**config.mk**
```make
export PLATFORM = sky130hd
export DESIGN_NAME = config_word_decoder
export DESIGN_NICKNAME = d
export VERILOG_FILES = /design/src/cfg_pkg.sv /design/src/cfg_shadow_mem.sv /design/src/config_word_decoder.sv
export VERILOG_INCLUDE_DIRS = /design/src
export SDC_FILE = /design/constraint.sdc
export NUM_CORES = 1
export LEC_CHECK = 0
export ABC_AREA = 1
export BUFFER_PORTS_ARGS = -buffer_cell sky130_fd_sc_hd__buf_2
export CORE_MARGIN = 4
export CORE_UTILIZATION = 59
export DETAILED_ROUTE_END_ITERATION = 12
export GPL_TIMING_DRIVEN = 0
export MAX_ROUTING_LAYER = met4
export PLACE_DENSITY = 0.79
export SLEW_MARGIN = 20
export SYNTH_ARGS = -nofsm -noshare
export SYNTH_HDL_FRONTEND = slang
export SYNTH_SLANG_ARGS = --single-unit
export TNS_END_PERCENT = 10
```
**constraint.sdc**
```tcl
create_clock -name sys_clk -period 3.29 [get_ports sys_clk]
set_clock_uncertainty 0.15 [all_clocks]
set_input_delay 0.4935 -clock sys_clk [delete_from_list [all_inputs] [get_ports sys_clk]]
set_output_delay 0.4935 -clock sys_clk [all_outputs]
set_load 0.1 [all_outputs]
```
**src/cfg_consts.svh**
```systemverilog
`ifndef CFG_CONSTS_SVH
`define CFG_CONSTS_SVH

// ==========================================================
// Word geometry
`define CFG_WORD_W        24
`define CFG_ADDR_W        24
`define CFG_NUM_WORDS     14
`define CFG_IDX_W         4
`define CFG_LAST_IDX      4'hD

// ==========================================================
// Word addresses in configuration space
`define ADDR_BOOT_PAGE    24'h00AF90
`define ADDR_SIGNATURE    24'h00AF94
`define ADDR_OSC_SELECT   24'h00AF98
`define ADDR_OSC_CONFIG   24'h00AF9C
`define ADDR_WATCHDOG     24'h00AFA0
`define ADDR_POWER_ON     24'h00AFA4
`define ADDR_DEBUG        24'h00AFA8
`define ADDR_DEV_OPTIONS  24'h00AFAC
`define ADDR_ALT_REGSET   24'h00AFB0
`define ADDR_BOOT_SEQ     24'h00AFFC
`define ADDR_AMP1_CAL     24'h800E48
`define ADDR_AMP2_CAL     24'h800E4C
`define ADDR_ISRC_CAL     24'h800E78
`define ADDR_BOOT_MODE    24'h801000

// ==========================================================
// Shadow slot indices
`define IDX_BOOT_PAGE     4'h0
`define IDX_OSC_SELECT    4'h2
`define IDX_OSC_CONFIG    4'h3
`define IDX_WATCHDOG      4'h4
`define IDX_DEV_OPTIONS   4'h7
`define IDX_ALT_REGSET    4'h8
`define IDX_BOOT_SEQ      4'h9
`define IDX_BOOT_MODE     4'hD

// ==========================================================
// Field positions
`define F_BSLIM_HI        12
`define F_BSLIM_LO        0
`define F_BSEQ_HI         11
`define F_BSEQ_LO         0
`define F_IBSEQ_HI        23
`define F_IBSEQ_LO        12
`define F_FNOSC_HI        2
`define F_FNOSC_LO        0
`define F_TWO_SPEED_STARTUP            7
`define F_POSCMD_HI       1
`define F_POSCMD_LO       0
`define F_PIN_REMAP_ONE_WAY         5
`define F_FCKSM_HI        7
`define F_FCKSM_LO        6
`define F_MODULATOR_WRITE_LOCK         0
`define F_WDTPOST_HI      3
`define F_WDTPOST_LO      0
`define F_WATCHDOG_PRESCALE_SEL          4
`define F_WDTEN_HI        6
`define F_WDTEN_LO        5
`define F_WATCHDOG_WINDOW_DISABLE          7
`define F_WDTWIN_HI       9
`define F_WDTWIN_LO       8
`define F_ALT_VECTOR_TABLE_DISABLE         12
`define F_CTXT1_HI        2
`define F_CTXT1_LO        0
`define F_BTMODE_HI       1
`define F_BTMODE_LO       0
`define F_BOOT_SEG_DISABLE            0
`define F_BSS_HI          2
`define F_BSS_LO          1
`define F_BOOT_SEG_WRITE_ALLOW            3
`define F_GSS_HI          5
`define F_GSS_LO          4
`define F_GENERAL_SEG_WRITE_ALLOW            6
`define F_CSS_HI          11
`define F_CSS_LO          9
`define IVT_CTRL_BIT      8

// ==========================================================
// Field codes
`define SEC_NONE          2'h0
`define SEC_STANDARD      2'h1
`define SEC_ENHANCED      2'h2
`define SEC_HIGH          2'h3
`define WIN_25            2'h0
`define WIN_37_5          2'h1
`define WIN_50            2'h2
`define WIN_75            2'h3
`define IPL_NONE          3'h0
`define ERASED_WORD       24'hFFFFFF

`endif

```
**src/cfg_pkg.sv**
```systemverilog
package cfg_pkg;

  // ==========================================================
  // Types
  typedef enum logic [3:0] {
    ST_IDLE  = 4'b0001,
    ST_FETCH = 4'b0010,
    ST_STORE = 4'b0100,
    ST_DONE  = 4'b1000
  } load_state_e;

  typedef enum logic [1:0] {
    BOOT_PRIVILEGED_DUAL = 2'b00,
    BOOT_PROTECTED_DUAL  = 2'b01,
    BOOT_DUAL            = 2'b10,
    BOOT_SINGLE          = 2'b11
  } boot_mode_e;

  // Flash read request toward configuration memory
  typedef struct packed {
    logic        rd;
    logic        partition;
    logic [23:0] addr;
  } flash_req_s;

  // Protection and segment settings
  typedef struct packed {
    logic [1:0]  boot_seg_protect_level;
    logic        boot_seg_present;
    logic        boot_seg_write_allow;
    logic [12:0] boot_page_limit;
    logic [1:0]  general_seg_protect_level;
    logic        general_seg_write_allow;
    logic [1:0]  config_seg_protect_level;
  } protect_s;

  // Clock and watchdog settings
  typedef struct packed {
    logic [2:0]  initial_osc_select;
    logic        osc_select_reserved;
    logic        two_speed_startup;
    logic        start_on_fast_rc_osc;
    logic        clock_switch_enable;
    logic        fail_safe_monitor_enable;
    logic        primary_osc_enable;
    logic [1:0]  primary_osc_mode;
    logic        watchdog_forced_on;
    logic        watchdog_soft_allowed;
    logic        watchdog_active_only;
    logic        watchdog_prescale_sel;
    logic [3:0]  watchdog_postscale_sel;
    logic        watchdog_window_mode;
    logic [1:0]  watchdog_window_sel;
  } clocking_s;

  // Miscellaneous device settings
  typedef struct packed {
    logic        modulator_write_lock;
    logic        pin_remap_one_way;
    logic        alt_vector_table_use;
    logic [2:0]  regset1_ipl;
    logic        regset1_valid;
    logic [1:0]  boot_partition_mode;
    logic        active_partition;
    logic        settings_valid;
  } misc_s;

endpackage

```
**src/cfg_shadow_mem.sv**
```systemverilog
`timescale 1ns/1ps
`include "cfg_consts.svh"

// Shadow store for configuration words, registered read port
module cfg_shadow_mem (
  input  wire logic                    sys_clk,
  input  wire logic                    wr_en,
  input  wire logic [`CFG_IDX_W-1:0]   wr_idx,
  input  wire logic [`CFG_WORD_W-1:0]  wr_data,
  input  wire logic [`CFG_IDX_W-1:0]   rd_idx,
  output logic      [`CFG_WORD_W-1:0]  rd_data
);

  // ==========================================================
  // Storage
  logic [`CFG_WORD_W-1:0] mem [`CFG_NUM_WORDS];  // Shadow words

  // Write port
  always_ff @(posedge sys_clk) begin
    if (wr_en) begin
      mem[wr_idx] <= wr_data;
    end
  end

  // Registered read port
  always_ff @(posedge sys_clk) begin
    rd_data <= mem[rd_idx];
  end

endmodule

```
**src/config_word_decoder.sv**
```systemverilog
`timescale 1ns/1ps
`include "cfg_consts.svh"

// Behaviour
// - Boot protect: 11 none, 10 standard, 0x high
// - Boot segment disable bit removes boot segment
// - Boot write-allow bit 0 blocks boot writes
// - Boot page limit stored inverted, thirteen bits
// - General protect: 11 none, 10 standard, 0x high
// - General write-allow 0 blocks user writes
// - Config protect: 111/110/10x/0xx four levels
// - Lower boot sequence number picks active partition
// - Sequence valid only with exact complement
// - Alt vector table needs bit 0 and control
// - Two-speed startup begins on fast RC
// - Modulator lock bit demands key sequence
// - Initial oscillator code; 100 reserved
// - Clock switch mode: 1x off, 01, 00
// - Pin remap one-way allows single reconfiguration
// - Primary oscillator mode; 11 disables oscillator
// - Watchdog enable: forced, soft, active-only, off
// - Watchdog prescale and postscale ratios passed
// - Window mode when disable bit clear
// - Register set priority 000-110 maps IPL 1-7
// - Boot mode: single, dual, protected, privileged
// - Every reset reloads shadow words from flash
// - All reset kinds trigger fresh reload
module config_word_decoder
  import cfg_pkg::*;
(
  input  wire logic                    sys_clk,
  input  wire logic                    rst,
  output flash_req_s                   flash_req,
  input  wire logic [`CFG_WORD_W-1:0]  flash_rdata,
  input  wire logic                    flash_rvalid,
  input  wire logic                    table_rd,
  input  wire logic [`CFG_ADDR_W-1:0]  table_addr,
  output logic      [`CFG_WORD_W-1:0]  table_rdata,
  output logic                         table_rvalid,
  input  wire logic [15:0]             interrupt_control_two,
  output logic                         load_done,
  output protect_s                     protect,
  output clocking_s                    clock_cfg,
  output misc_s                        misc
);

  // ==========================================================
  // Address helpers
  function automatic logic [`CFG_ADDR_W-1:0] slot_addr(input logic [`CFG_IDX_W-1:0] i);
    case (i)
      4'h0:    slot_addr = `ADDR_BOOT_PAGE;
      4'h1:    slot_addr = `ADDR_SIGNATURE;
      4'h2:    slot_addr = `ADDR_OSC_SELECT;
      4'h3:    slot_addr = `ADDR_OSC_CONFIG;
      4'h4:    slot_addr = `ADDR_WATCHDOG;
      4'h5:    slot_addr = `ADDR_POWER_ON;
      4'h6:    slot_addr = `ADDR_DEBUG;
      4'h7:    slot_addr = `ADDR_DEV_OPTIONS;
      4'h8:    slot_addr = `ADDR_ALT_REGSET;
      4'h9:    slot_addr = `ADDR_BOOT_SEQ;
      4'hA:    slot_addr = `ADDR_AMP1_CAL;
      4'hB:    slot_addr = `ADDR_AMP2_CAL;
      4'hC:    slot_addr = `ADDR_ISRC_CAL;
      default: slot_addr = `ADDR_BOOT_MODE;
    endcase
  endfunction

  // Reverse map: address to slot, with hit flag in the top bit
  function automatic logic [`CFG_IDX_W:0] addr_slot(input logic [`CFG_ADDR_W-1:0] a);
    logic [`CFG_IDX_W:0] r;
    r = '0;
    for (int k = 0; k < `CFG_NUM_WORDS; k++) begin
      if (slot_addr(k[`CFG_IDX_W-1:0]) == a) begin
        r = {1'b1, k[`CFG_IDX_W-1:0]};
      end
    end
    return r;
  endfunction

  // Two-bit protect level decode
  function automatic logic [1:0] sec2(input logic [1:0] f);
    if (f == 2'b11) begin
      sec2 = `SEC_NONE;
    end else if (f == 2'b10) begin
      sec2 = `SEC_STANDARD;
    end else begin
      sec2 = `SEC_HIGH;
    end
  endfunction

  // Sequence word is valid when its upper half is the complement
  function automatic logic seq_ok(input logic [`CFG_WORD_W-1:0] w);
    seq_ok = (w[`F_IBSEQ_HI:`F_IBSEQ_LO] == ~w[`F_BSEQ_HI:`F_BSEQ_LO]);
  endfunction

  // ==========================================================
  // Loader state
  load_state_e             state;          // Loader phase
  logic [`CFG_IDX_W-1:0]   idx;            // Current slot
  logic                    seq_phase;      // 1 while comparing partitions
  logic [`CFG_WORD_W-1:0]  seq_a;          // Partition A sequence word
  logic                    part_sel;       // Chosen partition
  logic                    mem_wr;         // Shadow write strobe
  logic [`CFG_WORD_W-1:0]  mem_wdata;      // Shadow write data
  logic [`CFG_IDX_W-1:0]   mem_ridx;       // Shadow read index
  logic [`CFG_WORD_W-1:0]  mem_rdata;      // Shadow read data
  logic [`CFG_IDX_W:0]     hit;            // Table read decode
  logic                    rd_pend;        // Table read in flight
  logic                    rd_hit;         // Pending read maps to a slot

  // Shadow memory
  cfg_shadow_mem u_mem (
    .sys_clk (sys_clk),
    .wr_en   (mem_wr),
    .wr_idx  (idx),
    .wr_data (mem_wdata),
    .rd_idx  (mem_ridx),
    .rd_data (mem_rdata)
  );

  // ==========================================================
  // Load sequencer: any reset restarts a full reload
  always_ff @(posedge sys_clk) begin
    if (rst) begin
      state     <= ST_IDLE;
      idx       <= '0;
      seq_phase <= 1'b1;
      seq_a     <= '0;
      part_sel  <= 1'b0;
      flash_req <= '0;
      mem_wr    <= 1'b0;
      mem_wdata <= '0;
      load_done <= 1'b0;
    end else begin
      mem_wr <= 1'b0;
      case (state)
        // Start: fetch partition A sequence word
        ST_IDLE: begin
          flash_req <= '{rd: 1'b1, partition: 1'b0, addr: `ADDR_BOOT_SEQ};
          state     <= ST_FETCH;
        end
        // Wait for flash data
        ST_FETCH: begin
          flash_req.rd <= 1'b0;
          if (flash_rvalid) begin
            state <= ST_STORE;
            if (seq_phase && !flash_req.partition) begin
              seq_a     <= flash_rdata;
              flash_req <= '{rd: 1'b1, partition: 1'b1, addr: `ADDR_BOOT_SEQ};
              state     <= ST_FETCH;
            end else if (seq_phase) begin
              // Lower valid number wins; invalid side loses
              if (!seq_ok(seq_a)) begin
                part_sel <= 1'b1;
              end else if (!seq_ok(flash_rdata)) begin
                part_sel <= 1'b0;
              end else begin
                part_sel <= (flash_rdata[`F_BSEQ_HI:`F_BSEQ_LO] <
                             seq_a[`F_BSEQ_HI:`F_BSEQ_LO]);
              end
              state <= ST_DONE;
            end else begin
              mem_wr    <= 1'b1;
              mem_wdata <= flash_rdata;
            end
          end
        end
        // Advance to next slot
        ST_STORE: begin
          if (idx == `CFG_LAST_IDX) begin
            load_done <= 1'b1;
            state     <= ST_DONE;
          end else begin
            idx       <= idx + 4'h1;
            flash_req <= '{rd: 1'b1, partition: part_sel, addr: slot_addr(idx + 4'h1)};
            state     <= ST_FETCH;
          end
        end
        // Either start word load or stay settled
        ST_DONE: begin
          if (seq_phase) begin
            seq_phase <= 1'b0;
            idx       <= '0;
            flash_req <= '{rd: 1'b1, partition: part_sel, addr: slot_addr('0)};
            state     <= ST_FETCH;
          end
        end
        default: state <= ST_IDLE;
      endcase
    end
  end

  // ==========================================================
  // Table read port, one word per request, answer next-next cycle
  always_comb begin
    hit      = addr_slot(table_addr);
    mem_ridx = hit[`CFG_IDX_W-1:0];
  end

  always_ff @(posedge sys_clk) begin
    if (rst) begin
      rd_pend      <= 1'b0;
      rd_hit       <= 1'b0;
      table_rvalid <= 1'b0;
      table_rdata  <= '0;
    end else begin
      rd_pend      <= table_rd && load_done;
      rd_hit       <= hit[`CFG_IDX_W];
      table_rvalid <= rd_pend;
      // Unmapped addresses answer zero; calibration words readable for the copy step
      table_rdata  <= (rd_pend && rd_hit) ? mem_rdata : '0;
    end
  end

  // ==========================================================
  // Decoded settings, registered from shadow words
  logic [`CFG_WORD_W-1:0] w_bp;   // Boot page word
  logic [`CFG_WORD_W-1:0] w_os;   // Oscillator select word
  logic [`CFG_WORD_W-1:0] w_oc;   // Oscillator config word
  logic [`CFG_WORD_W-1:0] w_wd;   // Watchdog word
  logic [`CFG_WORD_W-1:0] w_do;   // Device options word
  logic [`CFG_WORD_W-1:0] w_ar;   // Register set word
  logic [`CFG_WORD_W-1:0] w_bm;   // Boot mode word

  // Capture the words that feed decoding as they stream in
  always_ff @(posedge sys_clk) begin
    if (rst) begin
      w_bp <= `ERASED_WORD;
      w_os <= `ERASED_WORD;
      w_oc <= `ERASED_WORD;
      w_wd <= `ERASED_WORD;
      w_do <= `ERASED_WORD;
      w_ar <= `ERASED_WORD;
      w_bm <= `ERASED_WORD;
    end else if (mem_wr) begin
      case (idx)
        `IDX_BOOT_PAGE:   w_bp <= mem_wdata;
        `IDX_OSC_SELECT:  w_os <= mem_wdata;
        `IDX_OSC_CONFIG:  w_oc <= mem_wdata;
        `IDX_WATCHDOG:    w_wd <= mem_wdata;
        `IDX_DEV_OPTIONS: w_do <= mem_wdata;
        `IDX_ALT_REGSET:  w_ar <= mem_wdata;
        `IDX_BOOT_MODE:   w_bm <= mem_wdata;
        default:          w_bp <= w_bp;
      endcase
    end
  end

  // Protection settings; all write-allows held off until loaded
  always_ff @(posedge sys_clk) begin
    if (rst) begin
      protect <= '0;
    end else begin
      protect.boot_seg_protect_level    <= sec2(w_do[`F_BSS_HI:`F_BSS_LO]);
      protect.boot_seg_present          <= ~w_do[`F_BOOT_SEG_DISABLE];
      protect.boot_seg_write_allow      <= load_done & w_do[`F_BOOT_SEG_WRITE_ALLOW];
      protect.boot_page_limit           <= ~w_bp[`F_BSLIM_HI:`F_BSLIM_LO];
      protect.general_seg_protect_level <= sec2(w_do[`F_GSS_HI:`F_GSS_LO]);
      protect.general_seg_write_allow   <= load_done & w_do[`F_GENERAL_SEG_WRITE_ALLOW];
      if (w_do[`F_CSS_HI:`F_CSS_LO] == 3'b111) begin
        protect.config_seg_protect_level <= `SEC_NONE;
      end else if (w_do[`F_CSS_HI:`F_CSS_LO] == 3'b110) begin
        protect.config_seg_protect_level <= `SEC_STANDARD;
      end else if (w_do[`F_CSS_HI]) begin
        protect.config_seg_protect_level <= `SEC_ENHANCED;
      end else begin
        protect.config_seg_protect_level <= `SEC_HIGH;
      end
    end
  end

  // Clock and watchdog settings
  always_ff @(posedge sys_clk) begin
    if (rst) begin
      clock_cfg <= '0;
    end else begin
      clock_cfg.initial_osc_select  <= w_os[`F_FNOSC_HI:`F_FNOSC_LO];
      clock_cfg.osc_select_reserved <= (w_os[`F_FNOSC_HI:`F_FNOSC_LO] == 3'b100);
      clock_cfg.two_speed_startup   <= w_os[`F_TWO_SPEED_STARTUP];
      clock_cfg.start_on_fast_rc_osc <= w_os[`F_TWO_SPEED_STARTUP] |
                                        (w_os[`F_FNOSC_HI:`F_FNOSC_LO] == 3'b000);
      clock_cfg.clock_switch_enable      <= ~w_oc[`F_FCKSM_HI];
      clock_cfg.fail_safe_monitor_enable <= (w_oc[`F_FCKSM_HI:`F_FCKSM_LO] == 2'b00);
      clock_cfg.primary_osc_enable <= (w_oc[`F_POSCMD_HI:`F_POSCMD_LO] != 2'b11);
      clock_cfg.primary_osc_mode   <= w_oc[`F_POSCMD_HI:`F_POSCMD_LO];
      clock_cfg.watchdog_forced_on    <= (w_wd[`F_WDTEN_HI:`F_WDTEN_LO] == 2'b11);
      clock_cfg.watchdog_soft_allowed <= (w_wd[`F_WDTEN_HI:`F_WDTEN_LO] == 2'b10);
      clock_cfg.watchdog_active_only  <= (w_wd[`F_WDTEN_HI:`F_WDTEN_LO] == 2'b01);
      clock_cfg.watchdog_prescale_sel  <= w_wd[`F_WATCHDOG_PRESCALE_SEL];
      clock_cfg.watchdog_postscale_sel <= w_wd[`F_WDTPOST_HI:`F_WDTPOST_LO];
      clock_cfg.watchdog_window_mode   <= ~w_wd[`F_WATCHDOG_WINDOW_DISABLE];
      case (w_wd[`F_WDTWIN_HI:`F_WDTWIN_LO])
        2'b11:   clock_cfg.watchdog_window_sel <= `WIN_25;
        2'b10:   clock_cfg.watchdog_window_sel <= `WIN_37_5;
        2'b01:   clock_cfg.watchdog_window_sel <= `WIN_50;
        default: clock_cfg.watchdog_window_sel <= `WIN_75;
      endcase
    end
  end

  // Lock, remap, vector table, register sets and boot mode
  always_ff @(posedge sys_clk) begin
    if (rst) begin
      misc <= '0;
    end else begin
      misc.modulator_write_lock <= w_do[`F_MODULATOR_WRITE_LOCK];
      misc.pin_remap_one_way    <= w_oc[`F_PIN_REMAP_ONE_WAY];
      misc.alt_vector_table_use <= ~w_bp[`F_ALT_VECTOR_TABLE_DISABLE] &
                                   interrupt_control_two[`IVT_CTRL_BIT];
      misc.regset1_valid <= (w_ar[`F_CTXT1_HI:`F_CTXT1_LO] != 3'b111);
      misc.regset1_ipl   <= (w_ar[`F_CTXT1_HI:`F_CTXT1_LO] == 3'b111) ? `IPL_NONE :
                            w_ar[`F_CTXT1_HI:`F_CTXT1_LO] + 3'h1;
      misc.boot_partition_mode <= w_bm[`F_BTMODE_HI:`F_BTMODE_LO];
      misc.active_partition    <= (w_bm[`F_BTMODE_HI:`F_BTMODE_LO] == BOOT_SINGLE) ?
                                  1'b0 : part_sel;
      misc.settings_valid      <= load_done;
    end
  end
endmodule

```
# Yosys cells after proc, flatten, opt, wreduce, memory -nomap -nowiden
# Memories as Yosys holds them, arrays and structs flattened. A register that Yosys moved wholly into a read port is not among the register bits.
# Index checks and enable logic that the tools add are counted.
# op_classes
n_reduce_logical	32
eq_ne	47
n_shift	0
bitwise_logic	16
multipliers	0
n_div	0
n_lt_le_gt_ge	1
mux	38
n_addsub	2
# op_table
operator	count
equality test 16 x 24 -> 1 bit, first input constant	10
2-to-1 mux 26 bit	4
case mux 26 bit (4 select lines)	1
equality test 24 bit, first input constant	4
2-to-1 mux 5 bit	14
2-to-1 mux 4 bit	7
equality test 12 bit	2
inverter 12 bit	2
equality test 2 bit, second input constant	9
AND reduction 2 bit	9
case mux 4 bit (4 select lines)	1
inverter 13 bit	1
equality test 3 bit, second input constant	4
equality test 4 x 2 -> 1 bit, second input constant	3
equality test 4 x 3 -> 1 bit, second input constant	3
equality test 4 bit, second input constant	3
less-than comparator 12 bit	1
OR reduction 2 bit	6
!= test 2 bit, second input constant	5
inverter 1 bit	9
AND reduction 3 bit	3
case mux 4 bit (2 select lines)	1
AND reduction 4 bit	2
2-to-1 mux 1 bit	7
19 further kinds	25
# word_totals
in_bits	68
reg_bits	224
memories	2
out_inout_bits	107
mem_bits_ro	224
ram_bits	336
latchBits	0
elab_cells	191
# memory_table
name	words	width	rd	rd_ports_with_merged_regs	wr	line	text
u_mem.mem	14	24	1	1	1	cfg_shadow_mem.sv:16	logic [`CFG_WORD_W-1:0] mem [`CFG_NUM_WORDS];
(name not given)	16	14	1	0	0	config_word_decoder.sv:50	case (i)

# Depth between registers and ports, before layout
# depth
word_depth	15
depth_mapped	15
depth_no_buf	13

# Hierarchy
# From an unflattened synthesis, not the netlist that was laid out.
# hier_totals
cells_unflattened	2278
area_unflattened_um2	22355.2
# modules_own_cells
module	instances	cells_per_inst	seq_area_each_um2	area_each_um2
cfg_shadow_mem	1	1309	10570.1	14600.3
config_word_decoder	1	969	4003.8	7754.9

# Least setup slack after synthesis
# OpenSTA, ideal clock, no wires.
# synth_timing
path_type	reg2reg
from	reg idx[0]
to	reg w_bp[10]
setup_slack_ps	335
path_buffers	1
required_ps	3002
stages_incl_launch_ff	9
period_less_slack_ps	2955
arrival_time_ps	2668
setup_time_ps	138
cell_sequence	dfxtp_1 -> inv_1 -> ha_1 -> nand2_1 -> nor2_1 -> clkinv_1 -> clkbuf_1 -> nand2_1 -> o211ai_1
# synth_between
elab_chain_len	2
# synth_rtl
element	line	text
from (decl)	config_word_decoder.sv:99	logic [`CFG_IDX_W-1:0] idx;
from (signal assigned)	config_word_decoder.sv:174	idx <= idx + 4'h1;
zero test 4 bit	config_word_decoder.sv:236	case (idx)
AND reduction 2 bit (no line)	--	
to (signal assigned)	config_word_decoder.sv:228	w_bp <= `ERASED_WORD;
to (signal assigned)	config_word_decoder.sv:237	`IDX_BOOT_PAGE: w_bp <= mem_wdata;
to (signal assigned)	config_word_decoder.sv:244	default: w_bp <= w_bp;
to (decl)	config_word_decoder.sv:217	logic [`CFG_WORD_W-1:0] w_bp;
# Every way passes these cells.
# A chain may end at the register's enable or synchronous reset.

# Worst setup path in the final report
# layout_timing
from	in table_addr[2]
to	reg u_mem.rd_data[10], read port of u_mem.mem
# layout_between
elab_chain_len	14
word_cells_on_any_way	26
classes_between	eq/ne: 13; mux: 13
# layout_rtl
element	line	text
from (decl)	config_word_decoder.sv:37	input wire logic [`CFG_ADDR_W-1:0] table_addr,
equality test 16 x 24 -> 1 bit	config_word_decoder.sv:73	if (slot_addr(k[`CFG_IDX_W-1:0]) == a) begin
2-to-1 mux 5 bit (12 in a row)	config_word_decoder.sv:73	
2-to-1 mux 5 bit (*)	config_word_decoder.sv:73	
to (decl)	cfg_shadow_mem.sv:11	output logic [`CFG_WORD_W-1:0] rd_data
# Every way passes the cells marked *; elsewhere a longest branch is shown, timed or not.

==> flow_summary.ini <==
[status]
status = finished clean

[worst_setup_path]
arrival_ns = 2.85
crit_path_end_kind = register
cp-start-kind = input pin
max_stage_delay_ns = 0.85
cp_slowest_cell = nor3_1
cp_top_family = simple AND/OR/NAND/NOR gates
cp_common_cell = nand2_1
critPathCapture = u_mem.rd_data[10]
crit_fanout = 10
rr_worst_depth = 6
crit_start = table_addr[2]
reg2reg_to = u_mem.mem[4][23]
crit_buf_inv = 3
critPathRequiredTime_ns = 3.61
critical_path.cell_chain = buf_2 > inv_1 > nand3_1 > nor2_1 > nand2_2 > nand2_1 > nor3_1 > buf_2 > a21oi_1 > nand2_1 > nand2_1
crit_cells = 11
reg2reg_slack_ns = 0.82
r2r-start = idx[0]
crit_type = input pin to register

[sta]
final_hold_viol_count = 0
setup_viol = 0
period_share = 0.771
max_freq_mhz = 394
maxSlewHeadroom = 0.248
period_needed_ns = 2.54
rsz0062_at_grt = false
timing.setup.tns_ns = 0
drv_slew = 0
worstMarginPinSlew_ns = 1.12
fin_ws_ns = 0.754

[logic_synthesis]
synth-warning-count = 0
yosysMostFrequentCell = nand2_1
synth.area.top_cells = edfxtp_1 (44%), dfxtp_1 (20%), nand2_1 (5.8%)
async_flop_share = 0
synthXorXnorAreaFrac = 0.00846
synth-seq-cells = 560
yosysSeqAreaShare = 0.640
synthTopCellsByCount = nand2_1 (350), inv_1 (338), edfxtp_1 (336), nand3_1 (235), dfxtp_1 (224)
synth_edf_count = 336
synth_top_family_by_area = simple AND/OR/NAND/NOR gates
synthAdderAreaFrac = 0.0104
synth_cell_types = 45
yosysTopAreaCell = edfxtp_1
yosys.area_share.simple = 0.182
synth_cells = 2253
syn-cell-area_sq_um = 22800
synth_flop_cell = edfxtp_1
synth_top_cell_area_share = 0.443
syn_area_per_cell_sq_um = 10.1
synth_compound_area_frac = 0.0702
synth_mux_area_frac = 0

[cts]
numCtsBuffers = 54
clk_latency_ns = 0.60
cts_root_buffer = clkbuf_16
cts_max_path_buffers = 3
clk_pin_slew_ns = 0.06
htreeDepth = 2
ctsResizeCount = 0
cts_tree = yes
cts_sinks = 560
post_cts_buffers = 0

[place]
post-place-ws_ns = 0.224
hpwl_microns = 41000
globalplace.congestion = 0.902
portBuffers = 148

[power]
total_power_uw = 14700
pwr-share-clk = 0.428
p_sw_uw = 3460
pwr-share-comb = 0.065
p_int_uw = 11300
pwr-share-seq = 0.506
leakagePower_uw = 0.0111
peakVddDrop_mv = 0.568
switching_share = 0.235
power_density_nw_per_um2 = 559

[route]
dr.pass1.iters = 6
drtAntennaViolNets = 0
initialDrtViolationCount = 1671
drc = 0
routed_wirelength_microns = 59700
wl_per_cell_microns = 19.7
routed_via_density = 5.58
vias = 16927

[cells_and_area]
final_nets = 2564
diodes = 0
drive_gt1_frac = 0.142
areaGrowthSynthToFinish_pct = 15.8
fill_cells = 2725

[floorplanning]
die_w_microns = 204
num_rows = 71
start_util = 0.602
io_pins = 175
core-area_sq_um = 37800
die-area_sq_um = 41800
die-height_microns = 204

[global_routing]
use_met1 = 0.364
grt_pass1_wl_microns = 92000
met3_usage = 0.0397
antenna_found_initial = 0
met2_usage = 0.487
grt_usage = 0.291
gr-max-usage-layer = met2
grt_start_max_net_pins = 27
grt-ovfl-total = 0
grt_pass1_vias = 17105

[run]
max_cap_viol_count = 0

[hold_path]
hold_class = input pin to register
cell families after synthesis:
family | count (synthesis)
xor+xnor | 22
simple gates | 910
compound gates | 269
other cells | 1
buf+inv | 472
fa+ha+maj | 19
flops | 560
per-stage QoR:
stage                     utilization  hold WS, ns  cell area, sq um  std cells
after floorplan                     -        0.243             22800       2262
after global placement          0.639        0.247             24200       2921
after detailed placement        0.648        0.254             24500       2931
after CTS                       0.697       0.0384             26400       3033
after global routing            0.697       0.0458             26400       3033
final                           0.697       0.0477             26400       3033
layout by cell type, fill, tap and decap left out, types with 49 or more instances in the layout:
cell and instances:
nand2_1 350, edfxtp_1 336, o211ai_1 74, dfxtp_1 224
nor2_1 186, buf_2 176, nand3b_1 72, inv_1 338
clkbuf_16 57, clkbuf_1 49, o21ai_0 69, nand3_1 235
a21oi_1 88
final cells by class:
type / count / area (sq um) / area share
Buffer: 125 / 723 / 0.0274
Clock buffer: 77 / 1620 / 0.0613
Clock inverter: 24 / 221 / 0.00840
Inverter: 347 / 1300 / 0.0494
Multi-Input combinational cell: 1230 / 6300 / 0.239
Sequential cell: 560 / 14600 / 0.553
Tap cell: 511 / 639 / 0.0242
Timing Repair Buffer: 159 / 996 / 0.0378
state kept, by name, summed over array words and instances, names as in the netlist, 2 cells and up:
name           flops
w_do              10
seq_a             24
table_rdata       24
protect           22
u_mem.mem        336
state              4
misc              11
flash_req         11
w_os               4
clock_cfg         22
u_mem.rd_data     24
w_bp              13
idx                4
w_bm               2
mem_wdata         24
w_ar               3
w_wd              10
w_oc               5
repair_timing:
action | in CTS | in global routing
hold buffers | 1 | 0
endpoints found under the hold margin | 1 | 0
setup endpoints to repair | 0 | 0
worst min path at each step:
stage	start	end	slack, ns	cells after the start
3_5_place_dp	u_mem.rd_data[12]	table_rdata[12]	0.25	2
3_3_place_gp	u_mem.rd_data[15]	table_rdata[15]	0.25	2
4_1_cts	interrupt_control_two[8]	misc[8]	0.04	2
5_1_grt	interrupt_control_two[8]	misc[8]	0.05	2
2_1_floorplan	w_do[0]	protect[19]	0.24	1
6_report	interrupt_control_two[8]	misc[8]	0.05	2
metal layers:
layer,routed length (microns),up-vias,share of wire
li1,-,7923,-
met1,23400,8074,0.39
met2,29600,791,0.50
met3,4610,139,0.077
met4,2170,0,0.036
met5,0,-,0
power groups by stage:
stage	clock network, uW	registers (uW)	logic (uW)
final	6310	7470	965
after global routing	6650	7470	1020
after CTS	6330	7470	963
after floorplan	0	7940	437
after detailed placement	0	7620	959
after global placement	0	7620	947
(Power assumes the default switching activity.)
